<file path="config.mk">
export PLATFORM = sky130hd
export DESIGN_NAME = srw_supervisor
export DESIGN_NICKNAME = d
export VERILOG_FILES = /design/src/srw_pkg.sv /design/src/srw_supervisor.sv
export SDC_FILE = /design/constraint.sdc
export NUM_CORES = 1
export LEC_CHECK = 0
export BUFFER_PORTS_ARGS = -buffer_cell sky130_fd_sc_hd__buf_2
export CAP_MARGIN = 20
export CELL_PAD_IN_SITES_DETAIL_PLACEMENT = 1
export CELL_PAD_IN_SITES_GLOBAL_PLACEMENT = 1
export CORE_MARGIN = 5
export CORE_UTILIZATION = 30
export DETAILED_ROUTE_END_ITERATION = 12
export HOLD_SLACK_MARGIN = 0.05
export PLACE_DENSITY_LB_ADDON = 0.3
export SYNTH_ARGS = -nofsm -noshare
export SYNTH_HDL_FRONTEND = slang
export SYNTH_SLANG_ARGS = --single-unit
</file>
<file path="constraint.sdc">
create_clock -name core_clk -period 2.7 [get_ports core_clk]
set_input_delay 0.27 -clock core_clk [delete_from_list [all_inputs] [get_ports core_clk]]
set_output_delay 0.27 -clock core_clk [all_outputs]
set_load 0.05 [all_outputs]
</file>
<file path="src/srw_pkg.sv">
package srw_pkg;

	// Time base
	localparam int unsigned CLK_HZ = 50_000_000;
	localparam int unsigned CLK_NS = 20;

	// Watchdog period, typical, in ms
	localparam int unsigned WDOG_PERIOD_MS = 1600;
	localparam int unsigned WDOG_CYCLES = WDOG_PERIOD_MS * (CLK_HZ / 1000);

	// Power-up reset timeout, nominal, in ms
	localparam int unsigned PURST_MS = 200;
	localparam int unsigned PURST_CYCLES = PURST_MS * (CLK_HZ / 1000);

	// Program cycle, longest, in ms
	localparam int unsigned PROG_MS = 10;
	localparam int unsigned PROG_CYCLES = PROG_MS * (CLK_HZ / 1000);

	// Glitch reject width on reset pins, in ns (least, round up)
	localparam int unsigned GLITCH_NS = 100;
	localparam int unsigned GLITCH_CYCLES = (GLITCH_NS + CLK_NS - 1) / CLK_NS;

	// Noise suppression on serial inputs, in ns (least, round up)
	localparam int unsigned NOISE_NS = 200;
	localparam int unsigned NOISE_CYCLES = (NOISE_NS + CLK_NS - 1) / CLK_NS;

	// Counter widths
	localparam int unsigned TMR_W = 27;
	localparam int unsigned FLT_W = 4;

	// Reset values
	localparam logic [TMR_W-1:0] TMR_RST = 27'h000_0000;
	localparam logic [FLT_W-1:0] FLT_RST = 4'h0;

	// Supervisor states
	typedef enum logic [1:0] {
		SRW_HOLD,
		SRW_TIMEOUT,
		SRW_RUN
	} srw_state_e;

	// Open-drain pin as two signals
	typedef struct packed {
		logic drvOut;
		logic drvOe;
	} srw_od_s;

	// Memory port gating seen by the serial engine
	typedef struct packed {
		logic busEnable;
		logic writeAllowed;
		logic programBusy;
	} srw_gate_s;

endpackage : srw_pkg

</file>
<file path="src/srw_supervisor.sv">
// Operation
// Watchdog times out after 1.6 s with no toggle input edge.
// Any edge on toggle input clears watchdog counter.
// Watchdog timeout asserts reset on both reset pins.
// Watchdog counter held at zero while reset asserted.
// Write-protect high makes array read only, programming rejected.
// Write-protect low allows normal reads and writes.
// Hold resets until supply above threshold, then 200 ms more.
// After timeout release both reset pins to their pulls.
// Supply below threshold asserts both reset pins.
// Reset pins open-drain, only pulled toward asserted level.
// Externally forced reset level starts and holds own reset.
// Rising edge on active-high reset pin starts reset timeout.
// Falling edge on active-low reset pin starts reset timeout.
// Reset pin pulses under 100 ns are ignored.
// Program cycle starts at write stop, ends within 10 ms.
// During program cycle bus disabled, data released, address ignored.
// While reset asserted, ignore accesses and withhold acknowledge.
// Host waits 1 ms after supply stable before accessing.
// Serial clock and data filtered against 200 ns noise.
// Serial data driven only as open-drain output.
// All long timers run from the internal time base.
`timescale 1ns/10ps
`default_nettype none

module srw_supervisor #(
	parameter int unsigned WDOG_CYCLES  = srw_pkg::WDOG_CYCLES,
	parameter int unsigned PURST_CYCLES = srw_pkg::PURST_CYCLES,
	parameter int unsigned PROG_CYCLES  = srw_pkg::PROG_CYCLES
) (
	input  wire logic            core_clk,
	input  wire logic            rstn,
	input  wire logic            supplyOk,
	input  wire logic            watchdogToggleIn,
	input  wire logic            writeProtectIn,
	input  wire logic            resetHighIn,
	output logic                 resetHighOut,
	output logic                 resetHighOe,
	input  wire logic            resetLowIn,
	output logic                 resetLowOut,
	output logic                 resetLowOe,
	input  wire logic            sclIn,
	input  wire logic            sdaIn,
	output logic                 sdaOut,
	output logic                 sdaOe,
	input  wire logic            engSdaPull,
	input  wire logic            engAck,
	input  wire logic            engWriteStop,
	output logic                 sclFiltered,
	output logic                 sdaFiltered,
	output srw_pkg::srw_gate_s   memGate,
	output logic                 resetActive,
	output logic                 watchdogTimeout
);

	//////////////////////////////////////////////////////////////////////
	// Input synchronisers

	logic [1:0] wdSync_r;
	logic [1:0] wpSync_r;
	logic [1:0] supSync_r;
	logic [1:0] rhSync_r;
	logic [1:0] rlSync_r;
	logic [1:0] sclSync_r;
	logic [1:0] sdaSync_r;

	// Two flops on every pin
	always_ff @(posedge core_clk) begin
		if (!rstn) begin
			wdSync_r  <= 2'h0;
			wpSync_r  <= 2'h0;
			supSync_r <= 2'h0;
			rhSync_r  <= 2'h0;
			rlSync_r  <= 2'h3;
			sclSync_r <= 2'h3;
			sdaSync_r <= 2'h3;
		end else begin
			wdSync_r  <= {wdSync_r[0], watchdogToggleIn};
			wpSync_r  <= {wpSync_r[0], writeProtectIn};
			supSync_r <= {supSync_r[0], supplyOk};
			rhSync_r  <= {rhSync_r[0], resetHighIn};
			rlSync_r  <= {rlSync_r[0], resetLowIn};
			sclSync_r <= {sclSync_r[0], sclIn};
			sdaSync_r <= {sdaSync_r[0], sdaIn};
		end
	end

	//////////////////////////////////////////////////////////////////////
	// Glitch filters

	// Filter steps to the new level after a stable run of given length
	function automatic logic [srw_pkg::FLT_W:0] fltStep(
		input logic                    raw,
		input logic                    cur,
		input logic [srw_pkg::FLT_W-1:0] cnt,
		input logic [srw_pkg::FLT_W-1:0] lim
	);
		logic [srw_pkg::FLT_W:0] res;
		res = {cur, srw_pkg::FLT_RST};
		if (raw != cur) begin
			if (cnt >= lim - 4'h1) begin
				res = {raw, srw_pkg::FLT_RST};
			end else begin
				res = {cur, cnt + 4'h1};
			end
		end
		return res;
	endfunction : fltStep

	localparam logic [srw_pkg::FLT_W-1:0] GL_LIM = srw_pkg::FLT_W'(srw_pkg::GLITCH_CYCLES);
	localparam logic [srw_pkg::FLT_W-1:0] NS_LIM = srw_pkg::FLT_W'(srw_pkg::NOISE_CYCLES);

	logic [3:0]                   fltRaw;
	logic [3:0]                   fltLvl_r;
	logic [3:0][srw_pkg::FLT_W-1:0] fltCnt_r;

	assign fltRaw = {sdaSync_r[1], sclSync_r[1], rlSync_r[1], rhSync_r[1]};

	generate
		for (genvar i = 0; i < 4; i++) begin : g_flt
			logic [srw_pkg::FLT_W:0] stepNxt;
			// Pulse rejection
			assign stepNxt = fltStep(fltRaw[i], fltLvl_r[i], fltCnt_r[i],
				(i < 2) ? GL_LIM : NS_LIM);
			always_ff @(posedge core_clk) begin
				if (!rstn) begin
					fltLvl_r[i] <= (i == 0) ? 1'b0 : 1'b1;
					fltCnt_r[i] <= srw_pkg::FLT_RST;
				end else begin
					fltLvl_r[i] <= stepNxt[srw_pkg::FLT_W];
					fltCnt_r[i] <= stepNxt[srw_pkg::FLT_W-1:0];
				end
			end
		end
	endgenerate

	logic rhLvl;
	logic rlLvl;
	assign rhLvl       = fltLvl_r[0];
	assign rlLvl       = fltLvl_r[1];
	assign sclFiltered = fltLvl_r[2];
	assign sdaFiltered = fltLvl_r[3];

	//////////////////////////////////////////////////////////////////////
	// External reset and watchdog edge detect

	logic rhPrev_r;
	logic rlPrev_r;
	logic wdPrev_r;

	always_ff @(posedge core_clk) begin
		if (!rstn) begin
			rhPrev_r <= 1'b0;
			rlPrev_r <= 1'b1;
			wdPrev_r <= 1'b0;
		end else begin
			rhPrev_r <= rhLvl;
			rlPrev_r <= rlLvl;
			wdPrev_r <= wdSync_r[1];
		end
	end

	// Own drive takes sync plus filter time to leave the pin levels
	localparam logic [srw_pkg::FLT_W-1:0] ECHO_LAST =
		srw_pkg::FLT_W'(srw_pkg::GLITCH_CYCLES + 4);

	logic [srw_pkg::FLT_W-1:0] echoCnt_r;
	logic                      echoMask;
	logic                      rhRise;
	logic                      rlFall;
	logic                      extTrig;
	logic                      drivingReset;

	// Blank pin sensing while our own drive echoes back
	always_ff @(posedge core_clk) begin
		if (!rstn) begin
			echoCnt_r <= ECHO_LAST;
		end else if (drivingReset) begin
			echoCnt_r <= ECHO_LAST;
		end else if (echoCnt_r != srw_pkg::FLT_RST) begin
			echoCnt_r <= echoCnt_r - 4'h1;
		end
	end

	assign echoMask = drivingReset | (echoCnt_r != srw_pkg::FLT_RST);
	// Edges seen when not driving
	assign rhRise   = rhLvl & ~rhPrev_r & ~echoMask;
	assign rlFall   = ~rlLvl & rlPrev_r & ~echoMask;
	// Held level keeps reset
	assign extTrig  = rhRise | rlFall | ((rhLvl | ~rlLvl) & ~echoMask);

	//////////////////////////////////////////////////////////////////////
	// Supervisor state machine

	srw_pkg::srw_state_e state_r;
	srw_pkg::srw_state_e state_nxt;
	logic [srw_pkg::TMR_W-1:0] rstTmr_r;
	logic [srw_pkg::TMR_W-1:0] wdTmr_r;
	logic wdExpire;

	localparam logic [srw_pkg::TMR_W-1:0] PURST_LAST = srw_pkg::TMR_W'(PURST_CYCLES - 1);
	localparam logic [srw_pkg::TMR_W-1:0] WDOG_LAST  = srw_pkg::TMR_W'(WDOG_CYCLES - 1);
	localparam logic [srw_pkg::TMR_W-1:0] PROG_LAST  = srw_pkg::TMR_W'(PROG_CYCLES - 1);

	// Next state
	always_comb begin
		state_nxt = state_r;
		unique case (state_r)
			srw_pkg::SRW_HOLD: begin
				// Wait for supply
				if (supSync_r[1]) begin
					state_nxt = srw_pkg::SRW_TIMEOUT;
				end
			end
			srw_pkg::SRW_TIMEOUT: begin
				// Release after timeout
				if (rstTmr_r == PURST_LAST) begin
					state_nxt = srw_pkg::SRW_RUN;
				end
			end
			srw_pkg::SRW_RUN: begin
				// Watchdog or outside trigger
				if (wdExpire || extTrig) begin
					state_nxt = srw_pkg::SRW_TIMEOUT;
				end
			end
		endcase
		// Brownout overrides everything
		if (!supSync_r[1]) begin
			state_nxt = srw_pkg::SRW_HOLD;
		end else if (state_r != srw_pkg::SRW_HOLD && (rhRise || rlFall)) begin
			state_nxt = srw_pkg::SRW_TIMEOUT;
		end
	end

	always_ff @(posedge core_clk) begin
		if (!rstn) begin
			state_r <= srw_pkg::SRW_HOLD;
		end else begin
			state_r <= state_nxt;
		end
	end

	// Reset timeout counter, restarts on each entry
	always_ff @(posedge core_clk) begin
		if (!rstn) begin
			rstTmr_r <= srw_pkg::TMR_RST;
		end else if (state_r != srw_pkg::SRW_TIMEOUT || state_nxt != srw_pkg::SRW_TIMEOUT
			|| rhRise || rlFall) begin
			rstTmr_r <= srw_pkg::TMR_RST;
		end else begin
			rstTmr_r <= rstTmr_r + 27'h000_0001;
		end
	end

	assign resetActive  = (state_r != srw_pkg::SRW_RUN);
	assign drivingReset = resetActive;

	//////////////////////////////////////////////////////////////////////
	// Watchdog

	assign wdExpire = (wdTmr_r == WDOG_LAST);

	always_ff @(posedge core_clk) begin
		if (!rstn) begin
			wdTmr_r <= srw_pkg::TMR_RST;
		// Held cleared in reset
		end else if (resetActive) begin
			wdTmr_r <= srw_pkg::TMR_RST;
		// Edge clears counter
		end else if (wdSync_r[1] != wdPrev_r) begin
			wdTmr_r <= srw_pkg::TMR_RST;
		// Count toward timeout
		end else if (!wdExpire) begin
			wdTmr_r <= wdTmr_r + 27'h000_0001;
		end
	end

	always_ff @(posedge core_clk) begin
		if (!rstn) begin
			watchdogTimeout <= 1'b0;
		end else begin
			watchdogTimeout <= wdExpire && !resetActive;
		end
	end

	//////////////////////////////////////////////////////////////////////
	// Program cycle

	logic                      progBusy_r;
	logic [srw_pkg::TMR_W-1:0] progTmr_r;

	// Start at write stop, finish at limit
	always_ff @(posedge core_clk) begin
		if (!rstn) begin
			progBusy_r <= 1'b0;
			progTmr_r  <= srw_pkg::TMR_RST;
		end else if (progBusy_r) begin
			progTmr_r <= progTmr_r + 27'h000_0001;
			if (progTmr_r == PROG_LAST) begin
				progBusy_r <= 1'b0;
				progTmr_r  <= srw_pkg::TMR_RST;
			end
		end else if (engWriteStop && !resetActive && !wpSync_r[1]) begin
			progBusy_r <= 1'b1;
		end
	end

	//////////////////////////////////////////////////////////////////////
	// Pin drive and gating

	// Drive only toward asserted level
	always_comb begin
		resetHighOut = 1'b1;
		resetLowOut  = 1'b0;
		resetHighOe  = resetActive;
		resetLowOe   = resetActive;
	end

	// Bus disabled in program cycle or reset
	assign memGate.busEnable    = ~progBusy_r & ~resetActive;
	// Write-protect gating
	assign memGate.writeAllowed = ~wpSync_r[1] & ~progBusy_r & ~resetActive;
	assign memGate.programBusy  = progBusy_r;

	// Open-drain data, low only
	assign sdaOut = 1'b0;
	assign sdaOe  = memGate.busEnable & (engSdaPull
		| (engAck & (memGate.writeAllowed | ~engWriteStop)));

endmodule : srw_supervisor

`default_nettype wire

</file>
; ---- Word level (Yosys, flattened, before mapping)
; Cells that the tools add are included.
[totals]
memories = 0
latchBits = 0
mem_bits_ro = 0
ff_bits = 126
mem_bits_rw = 0
inputBits = 12
output_inout_bits = 13
[classes]
reduce_logical = 25
mul = 0
muxes = 9
magnitude_cmp = 4
n_addsub = 8
n_eq_ne = 13
div_mod_pow = 0
n_bitwise = 28
n_shift = 0
[op_table]
columns = operator, count
row1 = "27-bit by 1-bit adder with 27-bit output, second input constant", 3
row2 = "27-bit by 19-bit equality test with 1-bit output, second input constant", 1
row3 = "27-bit by 24-bit equality test with 1-bit output, second input constant", 1
row4 = "27-bit equality test, second input constant", 1
row5 = 27-bit 2-to-1 mux, 1
row6 = "4-bit by 1-bit adder with 4-bit output, second input constant", 4
row7 = 3-bit OR reduction, 5
row8 = 1-bit NOT, 12
row9 = 1-bit AND, 10
row10 = "4-bit by 3-bit >= comparator with 1-bit output, second input constant", 2
row11 = "4-bit >= comparator, second input constant", 2
row12 = 2-bit 2-to-1 mux, 4
row13 = 2-bit AND reduction, 4
row14 = 1-bit bitwise OR, 6
row15 = 2-bit one-hot mux with 3 select lines, 1
row16 = 1-bit logical OR, 5
row17 = 1-bit != test, 5
row18 = 1-bit logical AND, 4
row19 = "2-bit by 1-bit != test with 1-bit output, second input constant", 2
row20 = 4-bit nonzero test, 1
row21 = 2-bit OR reduction, 2
row22 = "4-bit by 1-bit subtractor with 4-bit output, second input constant", 1
row23 = 1-bit 2-to-1 mux, 3
row24 = "2-bit by 1-bit equality test with 1-bit output, second input constant", 1
row25 = other kinds (5), 6

; ---- Longest topological paths before layout
; Gate-level depths: netlist of run 1.
[logic_depth]
word_depth = 16
ltp_mapped = 9
mapped_depth_nobuf = 7

; ---- Worst setup path before layout of run 1
; OpenSTA, ideal clock, no wires.
[synth_timing]
path_type = register -> register
startpoint = register state_r[0]
endpoint = register rstTmr_r[0] (netlist bit)
t_arrival_ns = 1.861
n_path_buf = 2
stages_incl_launch_ff = 10
setup_slack_ns = 0.715
period_less_slack_ns = 1.985
setup_time_ns = 0.124
path_cell_list = dfxtp_1 > inv_1 > ha_1 > buf_6 > nand4bb_2 > a21oi_1 > o21bai_2 > a211oi_4 > buf_6 > nor4_2
[synth_via]
elab_chain_len = 16
word_cells_on_any_way = 26
cone_classes = eq/ne: 5 / mux: 5 / bitwise: 7 / reduce/logical: 9
[synth_lines]
columns = item, line
row1 = "start, declared", srw_supervisor.sv:195  ; srw_pkg::srw_state_e state_r;
row2 = "start signal, assigned", srw_supervisor.sv:238  ; state_r <= srw_pkg::SRW_HOLD;
row3 = "start signal, assigned", srw_supervisor.sv:240  ; state_r <= state_nxt;
row4 = 2-bit != test, srw_supervisor.sv:256  ; assign resetActive = (state_r != srw_pkg::SRW_RUN);
row5 = 1-bit bitwise OR, srw_supervisor.sv:185  ; assign echoMask = drivingReset | (echoCnt_r != srw_pkg::FLT_RST);
row6 = 1-bit NOT, "srw_supervisor.sv:187, srw_supervisor.sv:188, srw_supervisor.sv:190"
row7 = 1-bit AND (on tied branches), "srw_supervisor.sv:187, srw_supervisor.sv:188"
row8 = 1-bit bitwise OR (2 in series), srw_supervisor.sv:190  ; assign extTrig = rhRise | rlFall | ((rhLvl | ~rlLvl) & ~echoMask);
row9 = 1-bit logical OR, srw_supervisor.sv:223  ; if (wdExpire || extTrig) begin
row10 = 2-bit 2-to-1 mux, srw_supervisor.sv:223
row11 = 2-bit one-hot mux with 3 select lines, srw_supervisor.sv:208  ; unique case (state_r)
row12 = 2-bit 2-to-1 mux, srw_supervisor.sv:231  ; end else if (state_r != srw_pkg::SRW_HOLD && (rhRise || rlFall)) begin
row13 = 2-bit 2-to-1 mux, srw_supervisor.sv:229  ; if (!supSync_r[1]) begin
row14 = 2-bit by 1-bit != test with 1-bit output, srw_supervisor.sv:248  ; end else if (state_r != srw_pkg::SRW_TIMEOUT || state_nxt != srw_pkg::SRW_TIMEOUT
row15 = 1-bit logical OR, srw_supervisor.sv:248
row16 = 1-bit logical OR, srw_supervisor.sv:249  ; || rhRise || rlFall) begin
row17 = 1-bit logical OR *, srw_supervisor.sv:249
row18 = 2-bit OR reduction (no source line) *, n/a
row19 = "end signal, assigned", srw_supervisor.sv:247  ; rstTmr_r <= srw_pkg::TMR_RST;
row20 = "end signal, assigned", srw_supervisor.sv:250  ; rstTmr_r <= srw_pkg::TMR_RST;
row21 = "end signal, assigned", srw_supervisor.sv:252  ; rstTmr_r <= rstTmr_r + 27'h000_0001;
row22 = "end, declared", srw_supervisor.sv:197  ; logic [srw_pkg::TMR_W-1:0] rstTmr_r;
; Every way passes the cells marked *; elsewhere a longest branch is shown, timed or not.
; A chain may end at the register's enable or synchronous reset.

; ---- Worst setup path in the final report of run 1
[layout_timing]
startpoint = register state_r[0]
endpoint = register rstTmr_r[6] (netlist bit)
; The elaborated chain is that of the path after synthesis.

==> results of run 1 <==
final timing paths:
| check | startpoint | endpoint | slack (ps) | cells after the start |
|---|---|---|---|---|
| worst max-delay path | state_r[0] | rstTmr_r[6] | 580 | 7 |
| worst min-delay path | resetHighIn | rhSync_r[0] | 70 | 2 |
| worst max register to register | state_r[0] | rstTmr_r[6] | 580 | 7 |
| worst min register to register | rlSync_r[0] | rlSync_r[1] | 400 | 1 |
metal layers:
layer,vias up,track usage [%],share of wire (%),routed length [um]
li1,2262,-,-,-
met1,2184,14.9,47,6110
met2,45,20.0,48,6190
met3,16,3.17,3.0,389
met4,0,4.81,1.8,228
met5,-,0,0,0
area by class of cell:
class | instances | area (um2) | share of cell area (%)
clock inverter | 6 | 35.0 | 0.511
sequential | 126 | 2520 | 36.8
clock buffer | 24 | 502 | 7.31
tap | 265 | 332 | 4.83
timing repair buffer | 35 | 225 | 3.28
multi-input combinational | 458 | 3140 | 45.8
inverter | 27 | 101 | 1.48
kinds of logic (layout without fill, tap and decap cells):
kind of cell,Yosys count,after routing,share of synthesized area (%)
compound gates,46,46,5.78
flops,126,126,42.4
xor+xnor,77,77,11.3
other cells,2,5,0.126
fa+ha+maj,16,16,3.36
buf+inv,54,92,5.00
simple gates,312,312,31.6
mux,2,2,0.357
registers in the layout, indices dropped and copies added (netlist names), 2 cells and up:
name / cells
sdaSync_r: 2
sclSync_r: 2
wdSync_r: 2
supSync_r: 2
state_r: 2
rstTmr_r: 27
wdTmr_r: 27
rlSync_r: 2
fltCnt_r: 16
wpSync_r: 2
rhSync_r: 2
echoCnt_r: 4
progTmr_r: 27
synth_stat cells (4+ instances only):
library cell,number,area [um2]
sky130_fd_sc_hd__dfxtp_1,126,2520
sky130_fd_sc_hd__nor2_1,70,263
sky130_fd_sc_hd__xnor2_1,53,464
sky130_fd_sc_hd__nand2_1,46,173
sky130_fd_sc_hd__nand3_1,32,160
sky130_fd_sc_hd__inv_1,26,97.6
sky130_fd_sc_hd__nor4_1,25,156
sky130_fd_sc_hd__xor2_1,24,210
sky130_fd_sc_hd__nor3_1,22,110
sky130_fd_sc_hd__nor4_2,20,250
sky130_fd_sc_hd__and2_1,18,113
sky130_fd_sc_hd__ha_1,16,200
sky130_fd_sc_hd__nand4_1,16,100
sky130_fd_sc_hd__a21oi_1,12,60.1
sky130_fd_sc_hd__and4_1,12,105
sky130_fd_sc_hd__and3_1,10,62.6
sky130_fd_sc_hd__o21ai_0,10,50.1
sky130_fd_sc_hd__clkbuf_1,8,30.0
sky130_fd_sc_hd__or3_1,7,43.8
sky130_fd_sc_hd__buf_4,6,45.0
sky130_fd_sc_hd__buf_6,6,67.6
sky130_fd_sc_hd__nand2b_1,6,37.5
sky130_fd_sc_hd__buf_2,5,25.0
sky130_fd_sc_hd__nor2b_1,4,25.0
sky130_fd_sc_hd__nor4b_1,4,35.0
cells in the final DEF, fill, tap and decap left out, types with 4 or more instances in the layout:
| master | instances |
|---|---|
| sky130_fd_sc_hd__nor4_1 | 25 |
| sky130_fd_sc_hd__and4_1 | 12 |
| sky130_fd_sc_hd__and2_1 | 18 |
| sky130_fd_sc_hd__xnor2_1 | 53 |
| sky130_fd_sc_hd__ha_1 | 16 |
| sky130_fd_sc_hd__or3_1 | 7 |
| sky130_fd_sc_hd__nor2b_1 | 4 |
| sky130_fd_sc_hd__conb_1 | 5 |
| sky130_fd_sc_hd__clkinv_2 | 4 |
| sky130_fd_sc_hd__nand2b_1 | 6 |
| sky130_fd_sc_hd__o21ai_0 | 10 |
| sky130_fd_sc_hd__dlygate4sd3_1 | 6 |
| sky130_fd_sc_hd__inv_1 | 26 |
| sky130_fd_sc_hd__nor4_2 | 20 |
| sky130_fd_sc_hd__dfxtp_1 | 126 |
| sky130_fd_sc_hd__nor2_1 | 70 |
| sky130_fd_sc_hd__nand2_1 | 46 |
| sky130_fd_sc_hd__clkbuf_8 | 5 |
| sky130_fd_sc_hd__buf_2 | 21 |
| sky130_fd_sc_hd__nor4b_1 | 4 |
| sky130_fd_sc_hd__nand4_1 | 16 |
| sky130_fd_sc_hd__nand3_1 | 32 |
| sky130_fd_sc_hd__xor2_1 | 24 |
| sky130_fd_sc_hd__buf_4 | 8 |
| sky130_fd_sc_hd__and3_1 | 10 |
| sky130_fd_sc_hd__nor3_1 | 22 |
| sky130_fd_sc_hd__clkbuf_16 | 17 |
| sky130_fd_sc_hd__a21oi_1 | 12 |
power groups by stage:
stage / logic, W / registers (W) / clock network, W
after floorplan: 0.0000657 / 0.00192 / 0
after global placement: 0.0000764 / 0.00192 / 0
after detailed placement: 0.0000796 / 0.00193 / 0
after CTS: 0.0000865 / 0.00189 / 0.00214
after global routing: 0.0000944 / 0.00189 / 0.00222
final: 0.0000852 / 0.00189 / 0.00208
metrics by stage:
stage               setup slack (ps)  total power (W)  util [%]  hold WS, ps  instances
floorplan                        715          0.00199         -          371        638
global placement                 703          0.00200      32.1          389        905
detailed placement               577          0.00201      32.1          396        905
CTS                              564          0.00411      35.1         55.4        941
global route                     385          0.00421      35.1         64.4        941
finish                           578          0.00405      35.1         68.8        941
==> results.py, run 1 <==
metrics = {
    "detailed_routing": {
        "drtPass1Iterations": 4,
        "route.detailed.drc": 0,
        "routed_wire_length_per_instance_um": 13.7,
        "avgViaCountPerCell": 4.79,
        "drt.antenna.violating_nets": 0,
        "drtIter0Drc": 189,
        "route.vias.total": 4507,
        "wl_mm": 12.9,
    },
    "power_and_ir_drop": {
        "sequentialPowerShare_pct": 46.6,
        "power.share.combinational_pct": 2.1,
        "vdd_ir_drop_max_mv": 0.450,
        "clkPwrFrac_pct": 51.3,
        "switching_share_pct": 21.4,
        "cellPowerDensity_nw_per_um2": 590,
        "p_sw_w": 0.000865,
        "p_leak_nw": 2.29,
        "intPower_w": 0.00318,
    },
    "synthesis": {
        "postSynth.topFlopCell": "sky130_fd_sc_hd__dfxtp_1",
        "yosys_register_bits": 126,
        "netlist_instances": 635,
        "synth_sequential_area_ratio_pct": 42.4,
        "post_synth.cell_area_avg_um2": 9.37,
        "post_synth_num_cell_types": 65,
        "postSynth.asyncResetShare_pct": 0,
        "ys_warn_count": 0,
        "synth_edf_count": 0,
        "synth_cell_area_um2": 5950,
    },
    "timing": {
        "min_period_over_period_pct": 78.6,
        "fmaxAchievable_ghz": 0.471,
        "slew_at_the_pin_with_the_worst_max_slew_slack_ps": 532,
        "slew_viol_final": 0,
        "finClkSkew_ps": 8.40,
        "finalSetupTns_ps": 0,
        "number_of_hold_violations_in_the_final_report": 0,
        "setup_viol": 0,
        "slew-limit-headroom_pct": 64.0,
        "timing.final.crit_period_ps": 2120,
        "grt_setup_unrepaired": "no",
    },
    "cells_and_area": {
        "insertedDiodeCount": 0,
        "num-nets-final": 693,
        "fin_area_um2": 6860,
        "drive_gt1_share_pct": 14.5,
        "flow.area_growth_from_synthesis_pct": 15.3,
        "final.fill_count": 2298,
    },
    "global_route": {
        "first_global_vias": 4733,
        "track_usage_pct": 12.0,
        "grt_remaining_overflow": 0,
        "antenna_found_initial": 0,
        "grt_max_degree": 28,
        "grt_first_pass_wirelength_mm": 22.3,
    },
    "clock_network": {
        "cts-buffers-inserted": 17,
        "tritoncts": "done",
        "clock_tree.root_cell": "sky130_fd_sc_hd__clkbuf_16",
        "insertion_delay_ps": 420,
        "postCtsSetupRepairBufs": 0,
        "cts_resized": 0,
        "ctsHtreeMaxLevel": 4,
        "postCtsHoldBufs": 6,
        "clock_sink_count": 126,
        "clk_pin_slew_worst_paths_ps": 50,
        "worst_case_clock_buffer_depth": 2,
    },
    "critical_path": {
        "end_kind": "flop",
        "worstPathCellList": "inv_1 > ha_1 > nand4bb_2 > o311ai_1 > o21ai_4 > buf_4 > nor4_1",
        "critical_path_fanouts_max": 27,
        "critical_path.startpoint_type": "flop",
        "path_delay_family": "compound AO/OA/AOI/OAI gates",
        "worst-path-buf-inv": 2,
        "critPathKind": "reg -> reg",
        "crit_slowest_cell": "sky130_fd_sc_hd__o311ai_1",
        "crit_path_max_incr_delay_ps": 540,
        "critPathArrivalTime_ps": 2430,
        "critical_path_required_ps": 3010,
    },
    "floorplan": {
        "initial_core_utilization_pct": 30.5,
        "area_of_the_die_um2": 22800,
        "coreArea_um2": 19500,
        "vertical_die_dimension_um": 151,
        "die_w_um": 151,
        "top_ports": 25,
        "num_rows": 51,
    },
    "outcome": {
        "run_status": "completed",
    },
    "place": {
        "i_o_buffers": 21,
        "place.detailed.hpwl_mm": 9.08,
        "placed_area_um2": 6260,
        "finalWeightedCongestion": 0.758,
    },
    "min_path": {
        "worst_hold_check_path_type": "in -> reg",
    },
    "job": {
        "max_cap_violations": 0,
    },
}
(Power assumes the default switching activity.)
==> run 2, diff against run 1 <==
clock period = 1.8 ns   (was 2.7 ns; I/O delays follow)
==> run 2 against run 1 <==
  * The run now ends with setup timing left
  * Worst setup slack lost 670 ps
  * Clock-buffer cell count down 7
  * Sequential power up 49%
  * Total power increased by 54%
  * Worst hold slack better by 3.8 ps
  * First-iteration DRC count is 25% lower
  * Highest routed layer unchanged
==> results.py, run 2 (synthesized netlist as in run 1, its figures left out) <==
metrics = {
    "outcome": {
        "run_status": "finished, violations left",
        "violated_checks": "setup timing",
    },
    "power_and_ir_drop": {
        "clkPwrFrac_pct": 51.5,
        "finalPower_w": 0.00624,
        "p_leak_nw": 2.84,
        "vdd_ir_drop_max_mv": 0.637,
        "p_sw_w": 0.00154,
        "intPower_w": 0.00470,
        "switching_share_pct": 24.7,
        "cellPowerDensity_nw_per_um2": 758,
        "sequentialPowerShare_pct": 45.2,
        "power.share.combinational_pct": 3.3,
    },
    "clock_network": {
        "tritoncts": "done",
        "ctsHtreeMaxLevel": 4,
        "clk_pin_slew_worst_paths_ps": 60,
        "insertion_delay_ps": 420,
        "clock_tree.root_cell": "sky130_fd_sc_hd__clkbuf_16",
        "worst_case_clock_buffer_depth": 2,
        "clock_sink_count": 126,
        "cts-buffers-inserted": 17,
    },
    "floorplan": {
        "initial_core_utilization_pct": 30.5,
        "die_w_um": 151,
        "vertical_die_dimension_um": 151,
        "area_of_the_die_um2": 22800,
        "num_rows": 51,
        "top_ports": 25,
        "coreArea_um2": 19500,
    },
    "timing": {
        "slew_viol_final": 0,
        "timing.final.crit_period_ps": 1900,
        "setup_slack_ps": -96.0,
        "min_period_over_period_pct": 105,
        "grt_setup_unrepaired": "yes",
        "fmaxAchievable_ghz": 0.527,
        "finClkSkew_ps": 8.16,
        "finalSetupTns_ps": -1890,
        "setup_viol": 37,
        "number_of_hold_violations_in_the_final_report": 0,
    },
    "detailed_routing": {
        "route.detailed.drc": 0,
        "wl_mm": 15.1,
        "drtIter0Drc": 141,
        "route.vias.total": 4914,
        "routed_wire_length_per_instance_um": 14.7,
        "drt.antenna.violating_nets": 0,
        "avgViaCountPerCell": 4.77,
        "drtPass1Iterations": 4,
    },
    "job": {
        "max_cap_violations": 0,
    },
    "critical_path": {
        "worst-path-buf-inv": 1,
        "crit_path_max_incr_delay_ps": 370,
        "path_delay_family": "simple AND/OR/NAND/NOR gates",
        "worstPathCellList": "ha_4 > and4_1 > and3_1 > nand4_1 > o21ai_4 > clkbuf_16 > nor2_4",
        "critical_path.startpoint_type": "flop",
        "end_kind": "flop",
        "critPathArrivalTime_ps": 2200,
        "critPathKind": "reg -> reg",
        "critical_path_fanouts_max": 6,
        "crit_slowest_cell": "sky130_fd_sc_hd__o21ai_4",
        "critical_path_required_ps": 2110,
    },
    "cells_and_area": {
        "drive_gt1_share_pct": 34.6,
        "top_regs": "progTmr_r x27, rstTmr_r x27, wdTmr_r x27",
        "num-nets-final": 780,
        "insertedDiodeCount": 0,
        "post-route-util_pct": 42.2,
        "layout.cells.most_common_list": "115 x sky130_fd_sc_hd__dfxtp_1, 79 x sky130_fd_sc_hd__buf_4, 53 x sky130_fd_sc_hd__xnor2_1, 45 x sky130_fd_sc_hd__nand2_1, 45 x sky130_fd_sc_hd__nor2_1",
        "leading_cell_type_in_the_layout_fill_and_taps_excluded": "sky130_fd_sc_hd__dfxtp_1",
        "flow.area_growth_from_synthesis_pct": 38.5,
        "finish.cell_count_without_fillers": 1030,
    },
    "place": {
        "dpl.cell_count": 975,
        "finalWeightedCongestion": 0.805,
        "i_o_buffers": 21,
        "place.detailed.hpwl_mm": 10.1,
        "preCtsSetupSlack_ps": -108,
    },
    "global_route": {
        "grt_max_degree": 30,
        "antenna_found_initial": 0,
        "first_global_vias": 5269,
        "grt_remaining_overflow": 0,
        "grt_first_pass_wirelength_mm": 24.7,
        "track_usage_pct": 13.4,
    },
    "min_path": {
        "worst_hold_check_path_type": "in -> reg",
    },
}
## run 2: final cells by class
| class | instances | area, um2 |
|---|---|---|
| fill | 2218 | 11300 |
| multi-input combinational | 458 | 3630 |
| sequential | 126 | 2540 |
| timing repair buffer | 122 | 1080 |
| clock buffer | 17 | 425 |
| tap | 265 | 332 |
| clock inverter | 15 | 128 |
| inverter | 27 | 101 |
## run 2: final timing paths
| path | depth (start not counted) | endpoint | start | slack, ps |
|---|---|---|---|---|
| worst max register to register | 7 | progTmr_r[14] | progTmr_r[1] | -100 |
| worst min-delay path | 3 | progBusy_r | engWriteStop | 70 |
| worst min register to register | 1 | sclSync_r[1] | sclSync_r[0] | 420 |
| worst max-delay path | 7 | progTmr_r[14] | progTmr_r[1] | -100 |
## run 2: tightest hold or removal path, delay by kind of cell
| kind | cells | cell delay (ps) |
|---|---|---|
| AND/OR/NAND/NOR | 1 | 110 |
| buffers and inverters | 1 | 90 |
| AO/OA/AOI/OAI | 1 | 70 |
## run 2: repair_timing
action / 4_1_cts / 5_1_grt
hold buffers: 7 / 0
pin swaps: 4 / 30
resized for setup: 23 / 85
setup buffers: 3 / 7
hold endpoints to repair: 7 / 0
cloned: 0 / 6
endpoints found under the setup margin: 36 / 57
## run 2: power groups by stage
stage	clock, W	sequential [W]	combinational, W
floorplan	0	0.00289	0.000102
global placement	0	0.00289	0.000146
detailed placement	0	0.00289	0.000153
CTS	0.00330	0.00283	0.000168
global route	0.00343	0.00282	0.000224
finish	0.00321	0.00282	0.000206
## run 2: per-stage QoR
step                      cell area [um2]  hold slack [ps]
final                                8240             72.6
after global routing                 8240             80.8
after CTS                            7710             70.4
after detailed placement             6970              366
after global placement               6970              369
after floorplan                      6040              281
## run 2: per-layer routing
| metal | global-route usage [%] | share of wire [%] | up-vias |
|---|---|---|---|
| met1 | 15.7 | 44 | 2407 |
| met2 | 23.4 | 52 | 39 |
| met3 | 2.93 | 2.0 | 19 |
| met4 | 5.98 | 1.9 | 0 |
| li1 | - | - | 2449 |
| met5 | 0 | 0 | - |
